<file path="config.mk">
export PLATFORM = sky130hd
export DESIGN_NAME = indicator_lamp_config_ctrl
export DESIGN_NICKNAME = d
export VERILOG_FILES = /design/src/rtl/lamp_pkg.sv /design/src/rtl/blink_if.sv /design/src/rtl/lamp_element.sv /design/src/rtl/indicator_lamp_config_ctrl.sv
export SDC_FILE = /design/constraint.sdc
export NUM_CORES = 1
export LEC_CHECK = 0
export BUFFER_PORTS_ARGS = -buffer_cell sky130_fd_sc_hd__buf_4
export CAP_MARGIN = 20
export CELL_PAD_IN_SITES_DETAIL_PLACEMENT = 1
export CELL_PAD_IN_SITES_GLOBAL_PLACEMENT = 1
export CORE_UTILIZATION = 42
export DETAILED_ROUTE_END_ITERATION = 10
export PLACE_DENSITY = 0.81
export SLEW_MARGIN = 40
export SYNTH_ARGS = -nofsm -noshare
export SYNTH_HDL_FRONTEND = slang
export SYNTH_SLANG_ARGS = --single-unit
export TNS_END_PERCENT = 30
</file>
<file path="constraint.sdc">
create_clock -name ref_clk_i -period 3.6 [get_ports ref_clk_i]
set_input_delay 0.54 -clock ref_clk_i [delete_from_list [all_inputs] [get_ports ref_clk_i]]
set_output_delay 0.54 -clock ref_clk_i [all_outputs]
set_load 0.02 [all_outputs]
</file>
<file path="src/rtl/lamp_pkg.sv">
package lamp_pkg;
  // ==========================================================
  // host i/o port addresses and unlock keys
  localparam logic [15:0] CFG_INDEX_PORT = 16'h0302;
  localparam logic [15:0] CFG_DATA_PORT = 16'h0303;
  localparam logic [7:0] KEY_FIRST = 8'h46;
  localparam logic [7:0] KEY_SECOND = 8'h57;
  // ==========================================================
  // configuration indices
  localparam logic [7:0] IDX_DEVICE_SELECT = 8'h07;
  localparam logic [7:0] IDX_ACTIVATE = 8'h30;
  localparam logic [7:0] IDX_BASE_HIGH = 8'h60;
  localparam logic [7:0] IDX_BASE_LOW = 8'h61;
  localparam logic [7:0] LAMP_DEVICE_NUMBER = 8'h05;
  localparam logic [15:0] STATE_OFFSET = 16'h0000;
  // ==========================================================
  // reset values
  localparam logic [7:0] ACTIVATE_RESET = 8'h00;
  localparam logic [3:0] STATE_RESET = 4'h1;
  localparam logic [7:0] BASE_HIGH_RESET = 8'h00;
  localparam logic [7:0] BASE_LOW_RESET = 8'h00;
  localparam logic [7:0] DEVICE_RESET = 8'h00;
  // ==========================================================
  // blink timing
  localparam int unsigned CLK_HZ = 125_000_000;
  localparam int unsigned FAST_BLINK_HZ = 8;
  localparam int unsigned SLOW_BLINK_HZ = 1;
  // half period in cycles, so one full blink is two toggles
  localparam int unsigned FAST_HALF_CYCLES = CLK_HZ / (2 * FAST_BLINK_HZ);
  localparam int unsigned SLOW_HALF_CYCLES = CLK_HZ / (2 * SLOW_BLINK_HZ);
  // ==========================================================
  // per-element state codes
  typedef enum logic [1:0] {
    LAMP_OFF = 2'b00,
    LAMP_FAST = 2'b01,
    LAMP_SLOW = 2'b10,
    LAMP_ON = 2'b11
  } lamp_code_t;
endpackage : lamp_pkg

</file>
<file path="src/rtl/blink_if.sv">
`timescale 1ns/10ps
// carries the shared blink phases to each element driver
interface blink_if;
  logic fast_phase;
  logic slow_phase;
  modport source (output fast_phase, output slow_phase);
  modport sink (input fast_phase, input slow_phase);
endinterface : blink_if

</file>
<file path="src/rtl/lamp_element.sv">
`timescale 1ns/10ps
// one colour element: decodes its two-bit code into a lamp level
module lamp_element (
  input wire logic ref_clk_i,          // board clock
  input wire logic srst_i,             // sync reset, active high
  input wire logic enable_i,           // activation bit
  input wire logic [1:0] code_i,       // state code
  blink_if.sink phase,                 // shared blink phases
  output logic lamp_o                  // element drive, high lights it
);
  typedef struct packed {
    logic lamp;
  } elem_state_t;

  elem_state_t st_q;
  elem_state_t st_d;

  // decode code into a level, off while inactive
  always_comb begin
    st_d = st_q;
    unique case (lamp_pkg::lamp_code_t'(code_i))
      lamp_pkg::LAMP_OFF: st_d.lamp = 1'b0; // RULE8
      lamp_pkg::LAMP_FAST: st_d.lamp = phase.fast_phase; // RULE9
      lamp_pkg::LAMP_SLOW: st_d.lamp = phase.slow_phase; // RULE10
      lamp_pkg::LAMP_ON: st_d.lamp = 1'b1; // RULE8
    endcase
    if (!enable_i) begin
      st_d.lamp = 1'b0; // RULE13
    end
  end

  always_ff @(posedge ref_clk_i) begin
    if (srst_i) begin
      st_q <= '0;
    end else begin
      st_q <= st_d;
    end
  end

  assign lamp_o = st_q.lamp;
endmodule : lamp_element

</file>
<file path="src/rtl/indicator_lamp_config_ctrl.sv">
`timescale 1ns/10ps
// How it works
// RULE1 - writing 46h then 57h to index port 302h unlocks configuration
// RULE2 - writing 57h then 46h to index port relocks; config registers then ignore accesses
// RULE3 - index 7 selects logical device via data port 303h; lamp is device 5
// RULE4 - activation register at index 30h resets 00h; bit 0 enables the lamp
// RULE5 - 16-bit i/o base: high byte index 60h, low byte 61h, read/write
// RULE6 - state register at base+0 resets 01h; bits 3:0 stored, 7:4 read zero
// RULE7 - bits 1:0 drive green, bits 3:2 drive red, independently coded
// RULE8 - code 00 turns element off, code 11 keeps it lit
// RULE9 - code 01 blinks element at 8 Hz
// RULE10 - code 10 blinks element at 1 Hz
// RULE11 - red and green driven independently; both lit gives orange
// RULE12 - software programs base and activation before using the state register
// RULE13 - blink from free-running dividers, 50 percent duty; both off when inactive
module indicator_lamp_config_ctrl #(
  parameter int unsigned FAST_HALF = lamp_pkg::FAST_HALF_CYCLES, // cycles per 8 Hz half period
  parameter int unsigned SLOW_HALF = lamp_pkg::SLOW_HALF_CYCLES  // cycles per 1 Hz half period
) (
  input wire logic ref_clk_i,          // board clock, 125 MHz
  input wire logic srst_i,             // sync reset, active high
  input wire logic [15:0] io_addr_i,   // host i/o address
  input wire logic [7:0] io_wdata_i,   // host write byte
  input wire logic io_wr_i,            // one-cycle write strobe
  input wire logic io_rd_i,            // one-cycle read strobe
  output logic [7:0] io_rdata_o,       // read byte, registered
  output logic io_rvalid_o,            // read data valid pulse
  output logic green_lamp_o,           // green element drive
  output logic red_lamp_o              // red element drive
);
  localparam int unsigned CNT_W = 27;

  // counters must fit and never be zero; refused while elaborating
  if (FAST_HALF < 1 || SLOW_HALF < 1 || FAST_HALF >= (1 << CNT_W) ||
      SLOW_HALF >= (1 << CNT_W)) begin : g_bad_half
    $error("blink half periods out of range");
  end

  localparam logic [CNT_W-1:0] FAST_LAST = CNT_W'(FAST_HALF - 1);
  localparam logic [CNT_W-1:0] SLOW_LAST = CNT_W'(SLOW_HALF - 1);

  // ==========================================================
  // state
  typedef struct packed {
    logic key_armed;        // first unlock key seen last write
    logic lock_armed;       // first lock key seen last write
    logic unlocked;
    logic [7:0] index;
    logic [7:0] device;
    logic [7:0] activate;
    logic [7:0] base_high;
    logic [7:0] base_low;
    logic [3:0] lamp_state;
    logic [CNT_W-1:0] fast_cnt;
    logic [CNT_W-1:0] slow_cnt;
    logic fast_phase;
    logic slow_phase;
    logic [7:0] rdata;
    logic rvalid;
  } ctrl_state_t;

  ctrl_state_t st_q;
  ctrl_state_t st_d;

  logic idx_hit;
  logic dat_hit;
  logic lamp_sel;
  logic state_hit;
  logic [15:0] base_addr;

  // ==========================================================
  // address decode
  assign base_addr = {st_q.base_high, st_q.base_low}; // RULE5
  assign idx_hit = (io_addr_i == lamp_pkg::CFG_INDEX_PORT);
  // data port only answers while unlocked
  assign dat_hit = (io_addr_i == lamp_pkg::CFG_DATA_PORT) && st_q.unlocked; // RULE2
  assign lamp_sel = (st_q.device == lamp_pkg::LAMP_DEVICE_NUMBER); // RULE3
  // state register lives in i/o space only while activated
  assign state_hit = st_q.activate[0] &&
                     (io_addr_i == base_addr + lamp_pkg::STATE_OFFSET); // RULE4 RULE6

  // ==========================================================
  // next-state logic
  always_comb begin
    st_d = st_q;
    st_d.rvalid = 1'b0;

    // free-running dividers, toggling each half period
    if (st_q.fast_cnt == FAST_LAST) begin
      st_d.fast_cnt = '0;
      st_d.fast_phase = ~st_q.fast_phase; // RULE13
    end else begin
      st_d.fast_cnt = st_q.fast_cnt + CNT_W'(1);
    end
    if (st_q.slow_cnt == SLOW_LAST) begin
      st_d.slow_cnt = '0;
      st_d.slow_phase = ~st_q.slow_phase; // RULE13
    end else begin
      st_d.slow_cnt = st_q.slow_cnt + CNT_W'(1);
    end

    // index port: key sequence tracking and index latch
    if (io_wr_i && idx_hit) begin
      // any other write between keys breaks the pair
      st_d.key_armed = (io_wdata_i == lamp_pkg::KEY_FIRST);
      st_d.lock_armed = st_q.unlocked && (io_wdata_i == lamp_pkg::KEY_SECOND);
      if (!st_q.unlocked && st_q.key_armed && io_wdata_i == lamp_pkg::KEY_SECOND) begin
        st_d.unlocked = 1'b1; // RULE1
        st_d.key_armed = 1'b0;
      end
      if (st_q.unlocked && st_q.lock_armed && io_wdata_i == lamp_pkg::KEY_FIRST) begin
        st_d.unlocked = 1'b0; // RULE2
        st_d.key_armed = 1'b0;
      end
      if (st_q.unlocked) begin
        st_d.index = io_wdata_i;
      end
    end else if (io_wr_i) begin
      // another port write between keys breaks the sequence
      st_d.key_armed = 1'b0;
      st_d.lock_armed = 1'b0;
    end

    // data port writes
    if (io_wr_i && dat_hit) begin
      if (st_q.index == lamp_pkg::IDX_DEVICE_SELECT) begin
        st_d.device = io_wdata_i; // RULE3
      end else if (lamp_sel) begin
        unique case (st_q.index)
          lamp_pkg::IDX_ACTIVATE: st_d.activate = io_wdata_i; // RULE4
          lamp_pkg::IDX_BASE_HIGH: st_d.base_high = io_wdata_i; // RULE5
          lamp_pkg::IDX_BASE_LOW: st_d.base_low = io_wdata_i; // RULE5
          default: ;
        endcase
      end
    end

    // lamp state register write, upper nibble dropped
    if (io_wr_i && state_hit && !idx_hit && !dat_hit) begin
      st_d.lamp_state = io_wdata_i[3:0]; // RULE6
    end

    // reads: config port first, then the state register
    if (io_rd_i) begin
      st_d.rvalid = 1'b1;
      st_d.rdata = 8'h00;
      if (idx_hit && st_q.unlocked) begin
        st_d.rdata = st_q.index;
      end else if (dat_hit) begin
        if (st_q.index == lamp_pkg::IDX_DEVICE_SELECT) begin
          st_d.rdata = st_q.device;
        end else if (lamp_sel) begin
          unique case (st_q.index)
            lamp_pkg::IDX_ACTIVATE: st_d.rdata = st_q.activate;
            lamp_pkg::IDX_BASE_HIGH: st_d.rdata = st_q.base_high;
            lamp_pkg::IDX_BASE_LOW: st_d.rdata = st_q.base_low;
            default: st_d.rdata = 8'h00;
          endcase
        end
      end else if (state_hit) begin
        st_d.rdata = {4'h0, st_q.lamp_state}; // RULE6
      end
    end
  end

  // ==========================================================
  // registers
  always_ff @(posedge ref_clk_i) begin
    if (srst_i) begin
      st_q <= '0;
      st_q.index <= 8'h00;
      st_q.device <= lamp_pkg::DEVICE_RESET;
      st_q.activate <= lamp_pkg::ACTIVATE_RESET; // RULE4
      st_q.base_high <= lamp_pkg::BASE_HIGH_RESET;
      st_q.base_low <= lamp_pkg::BASE_LOW_RESET;
      st_q.lamp_state <= lamp_pkg::STATE_RESET; // RULE6
    end else begin
      st_q <= st_d;
    end
  end

  assign io_rdata_o = st_q.rdata;
  assign io_rvalid_o = st_q.rvalid;

  // ==========================================================
  // element drivers share one pair of dividers
  blink_if phases ();
  assign phases.fast_phase = st_q.fast_phase;
  assign phases.slow_phase = st_q.slow_phase;

  // green from bits 1:0, red from bits 3:2, no coupling between them
  lamp_element green_elem (
    .ref_clk_i(ref_clk_i),
    .srst_i(srst_i),
    .enable_i(st_q.activate[0]),
    .code_i(st_q.lamp_state[1:0]), // RULE7
    .phase(phases),
    .lamp_o(green_lamp_o)
  );

  lamp_element red_elem (
    .ref_clk_i(ref_clk_i),
    .srst_i(srst_i),
    .enable_i(st_q.activate[0]),
    .code_i(st_q.lamp_state[3:2]), // RULE7 RULE11
    .phase(phases),
    .lamp_o(red_lamp_o)
  );
endmodule : indicator_lamp_config_ctrl

</file>
---- After elaboration in Yosys (flattened, before gate mapping) ----
Cells that the tools add are included.
storage, ports and cells
  bits in registers ....................... 114
  input bits .............................. 28
  output and inout bits ................... 11
cells by class
  add/subtract/negate cells ............... 2
  eq/ne operators ......................... 18
  muxes and demuxes ....................... 15
  bitwise operators ....................... 4
  reduce and logical (&&, ||, !) cells .... 29
operators with widths
  operator               number
  $add 27x1->27 const B  2
  $eq 16x10->1 const B   2
  $eq 8x7->1 const B     4
  $mux 8                 4
  $eq 27x23->1 const B   1
  $eq 27x26->1 const B   1
  $pmux 8 s3             1
  $eq 16x16->1           1
  $eq 8x3->1 const B     2
  $logic_and 1x1->1      13
  $reduce_and 4->1       3
  $eq 2x2->1 const B     4
  $eq 8x6->1 const B     1
  $pmux 1 s4             2
  $reduce_and 2->1       3
  $reduce_or 2->1        3
  $mux 1                 5
  $eq 2x1->1 const B     2
  $logic_not 2->1        2
  $mux 2                 2
  $mux 4                 1
  $not 1->1              4
  $reduce_bool 2->1      2
  $logic_not 1->1        3

---- Logic depth before layout (Yosys ltp) ----
  word-level depth ........................ 6
  mapped depth ............................ 8

---- Modules after synthesis ----
Synthesis repeated with hierarchy kept, for this count alone.
second synthesis, totals
  cell total of the unflattened synthesis .. 667
  area, all modules ....................... 5654.2 um^2
modules (own cells, without submodules)
  module                      instances  cells each  area each (um^2)
  indicator_lamp_config_ctrl  1          657         5566.6
  lamp_element                2          5           43.8

---- Worst setup path before layout ----
No wires, ideal clock.
  kind .................................... input to register
  from .................................... input io_addr_i[12]
  to ...................................... register st_q (netlist bit base_addr[7])
  library setup time ...................... 0.128 ns
  arrival time ............................ 1.988 ns
  setup slack ............................. 1.484 ns
  stages .................................. 5
  path through ............................ nor4_2 -> nand4_2 -> nor4_4 -> mux2i_1 -> nor2_1
between the ends
  cells in the longest elaborated chain, start to end .. 4
ends and longest elaborated chain
  element                            line                               source
  start, declared                    indicator_lamp_config_ctrl.sv:22   input wire logic [15:0] io_addr_i,
  $eq 16x10->1                       indicator_lamp_config_ctrl.sv:76   assign dat_hit = (io_addr_i == lamp_pkg::CFG_DATA_PORT) && st_q.unlocked;
  $logic_and 1x1->1                  indicator_lamp_config_ctrl.sv:76
  $logic_and 1x1->1                  indicator_lamp_config_ctrl.sv:125  if (io_wr_i && dat_hit) begin
  $reduce_and 4->1 (no source line)  --
  end signal, assigned               indicator_lamp_config_ctrl.sv:178  st_q <= st_d;
  end, declared                      indicator_lamp_config_ctrl.sv:62   ctrl_state_t st_q;
Every way passes these cells.
A chain may end at the register's enable or synchronous reset.

---- Final worst setup path ----
  from .................................... register st_q[101] in the netlist's numbering
  to ...................................... register st_q[96] in the netlist's numbering
between the ends
  cells in the longest elaborated chain, start to end .. 2
ends and longest elaborated chain
  element                            line                               source
  $eq 8x3->1                         indicator_lamp_config_ctrl.sv:126  if (st_q.index == lamp_pkg::IDX_DEVICE_SELECT) begin
  $reduce_and 2->1 (no source line)  --
Every way passes these cells.

==> out/metrics.yaml <==
max-vdd-ir-drop_mv: 0.296
grt_first_pass_wirelength_um: 25900
rows: 41
ctsRootBufferMaster: "clkbuf_16"
core-area_um2: 12800
cts_tree: "done"
rsz0062_at_grt: "false"
viasPerCell: 5.64
crit_slowest_cell: "dfxtp_1"
yosysSeqAreaShare: 0.405
postCtsResizedCells: 0
finalWorstSetupSlack_ps: 979
layout.nets: 689
final_cell_mix: "114 x nor2_1, 114 x dfxtp_1, 40 x mux2i_1"
grt_max_degree: 59
hold_buffers: 0
drive_gt1_frac: 0.133
p_leak_nw: 2.25
synth_cell_types: 57
netlist_instances: 637
async_reset_ff_frac: 0
arrival_ps: 2910
cts.sinks: 114
place_ws_ps: 847
slew_violations: 0
die_x_um: 118
insertion_delay_ps: 430
drc: 0
wirelength_um: 15500
reg2reg_slack_ps: 980
critPathKind: "register to register"
ys.flop_type: "dfxtp_1"
area_growth_pct: 16.0
dp.cells: 812
cap_violations: 0
period_minus_slack_ps: 2620
cp_max_fo: 15
drtAntennaViolNets: 0
cp.required_ps: 3890
setup_violations: 0
clkTransAtPathRegs_ps: 50
crit_cells: 5
swShare: 0.220
hold_path.class: "input pin to register"
syn_area_um2: 5640
fill_cells: 1497
ys_ff_latch: 114
gr-total-overflow: 0
fin_tns_setup_ps: 0
synth-edff-count: 0
instances_no_fill: 843
initial_utilization: 0.439
avgSynthCellArea_um2: 8.85
reg2reg_depth: 5
syn_nets: 667
fp.dieH_um: 118
hold_violations: 0
drt-wirelength-per-cell_um: 18.4
fin_crit_sh: 0.728
critPathCapture: "st_q[96]$_SDFFE_PP0P_"
grt_usage: 0.239
ys_warn_count: 0
globalplace.congestion: 0.928
outcome: "completed"
powerDensity_nw_per_um2: 467
switchingPower_mw: 0.672
cts_buffer_depth: 2
pwr-share-seq: 0.420
crit_path_max_incr_delay_ps: 780
io_pins: 39
cp_cell_sequence: "nor4b_4 > nand2_2 > nor4_4 > mux2i_1 > nor2_1"
port_buffers: 38
design.die.area_um2: 13900
crit_family: "simple AND/OR/NAND/NOR gates"
tightestPinTransition_ps: 789
slew_headroom: 0.470
cp-end-kind: "register"
power_frac_comb: 0.041
vias: 4757
p_int_mw: 2.38
initialDrtViolationCount: 299
finClkSkew_ps: 8.28
antenna_found_initial: 0
worstSetupStartpoint: "st_q[101]$_SDFFE_PP0P_"
critical_path.n_buffers_inverters: 0
htree_levels: 4
antenna_cells: 0
fmax_ghz: 0.382
critPathLaunchType: "register"
r2r_end: "st_q[96]$_SDFFE_PP0P_"
hpwlAfterDp_um: 11200
cts_setup_buffers: 0
dr.pass1.iters: 4
reg2reg_from: "st_q[101]$_SDFFE_PP0P_"
pwr-share-clk: 0.539
cts-buffers-inserted: 17
p_total_mw: 3.05
grt_pass1_vias: 5099
utilization: 0.510
[flip-flops by register name, summed over array words and instances (netlist names)]
signal / count
base_addr: 16
green_elem.lamp_o: 1
io_rdata_o: 8
io_rvalid_o: 1
phases.fast_phase: 1
phases.slow_phase: 1
red_elem.lamp_o: 1
st_q: 85
[synthesized netlist by cell type (4+ instances only)]
| library cell | instances | area share |
|---|---|---|
| nand4_1 | 23 | 0.026 |
| nand2_1 | 33 | 0.022 |
| xor2_1 | 34 | 0.053 |
| a32oi_1 | 6 | 0.0093 |
| nor4_4 | 5 | 0.019 |
| dfxtp_1 | 114 | 0.40 |
| nand3_1 | 35 | 0.031 |
| nor3_1 | 9 | 0.0080 |
| a211oi_1 | 6 | 0.0080 |
| and3_1 | 11 | 0.012 |
| nand3b_1 | 6 | 0.0080 |
| buf_4 | 9 | 0.012 |
| a21oi_1 | 15 | 0.013 |
| mux2_1 | 4 | 0.0080 |
| xnor2_1 | 31 | 0.048 |
| and2_1 | 6 | 0.0067 |
| o21ai_0 | 12 | 0.011 |
| nor4_1 | 15 | 0.017 |
| mux2i_1 | 40 | 0.071 |
| o31ai_1 | 12 | 0.016 |
| nor2_1 | 114 | 0.076 |
| or3_1 | 4 | 0.0044 |
| clkbuf_1 | 15 | 0.010 |
| inv_1 | 14 | 0.0093 |
| buf_2 | 8 | 0.0071 |
[how the worst min path moves through the flow]
| stage | slack, ps | depth (start not counted) | end | startpoint |
|---|---|---|---|---|
| floorplan | 410 | 1 | st_q[11]$_SDFF_PP0_ | st_q[11]$_SDFF_PP0_ |
| global placement | 420 | 1 | st_q[11]$_SDFF_PP0_ | st_q[11]$_SDFF_PP0_ |
| detailed placement | 430 | 1 | st_q[11]$_SDFF_PP0_ | st_q[11]$_SDFF_PP0_ |
| CTS | 420 | 3 | base_addr[13]$_SDFFE_PP0P_ | io_wdata_i[5] |
| global route | 440 | 3 | st_q[90]$_SDFFE_PP0P_ | io_wdata_i[5] |
| finish | 430 | 3 | base_addr[13]$_SDFFE_PP0P_ | io_wdata_i[5] |
[cell families after synthesis]
logic type	Yosys count	synth area share
compound gates	62	0.0724
simple gates	296	0.290
flops	114	0.405
buf+inv	52	0.0440
mux	46	0.0830
xor+xnor	65	0.101
fa+ha+maj	2	0.00444
[layer usage]
layer,vias up,GRT usage,routed length [um]
met5,-,0,0
met4,0,0.131,484
met3,42,0.0562,721
met2,104,0.413,7770
met1,2331,0.270,6530
li1,2280,-,-
[per-stage QoR]
step | hold slack [ps] | instance area [um^2]
CTS | 416 | 6540
global placement | 425 | 5960
detailed placement | 435 | 5960
floorplan | 413 | 5640
finish | 433 | 6540
global route | 444 | 6540
[worst reg2reg max path, cell delays in order (launching register included)]
cell	delay [ps]
dfxtp_1	780
nor4b_4	570
nand2_2	120
nor4_4	670
mux2i_1	290
nor2_1	60
[power groups by stage]
| stage | logic [mW] | registers [mW] | clock network (mW) |
|---|---|---|---|
| CTS | 0.125 | 1.28 | 1.67 |
| detailed placement | 0.124 | 1.31 | 0 |
| finish | 0.125 | 1.28 | 1.64 |
| floorplan | 0.0650 | 1.30 | 0 |
| global placement | 0.119 | 1.31 | 0 |
| global route | 0.135 | 1.28 | 1.73 |
[cell type report]
type,count,area [um^2],share of cell area
Multi-Input combinational cell,471,3110,0.475
Clock buffer,21,470,0.0720
Tap cell,172,215,0.0329
Timing Repair Buffer,39,293,0.0448
Inverter,16,60.1,0.00919
Sequential cell,114,2280,0.349
Clock inverter,10,109,0.0167
Power figures use the tool's default switching activity.
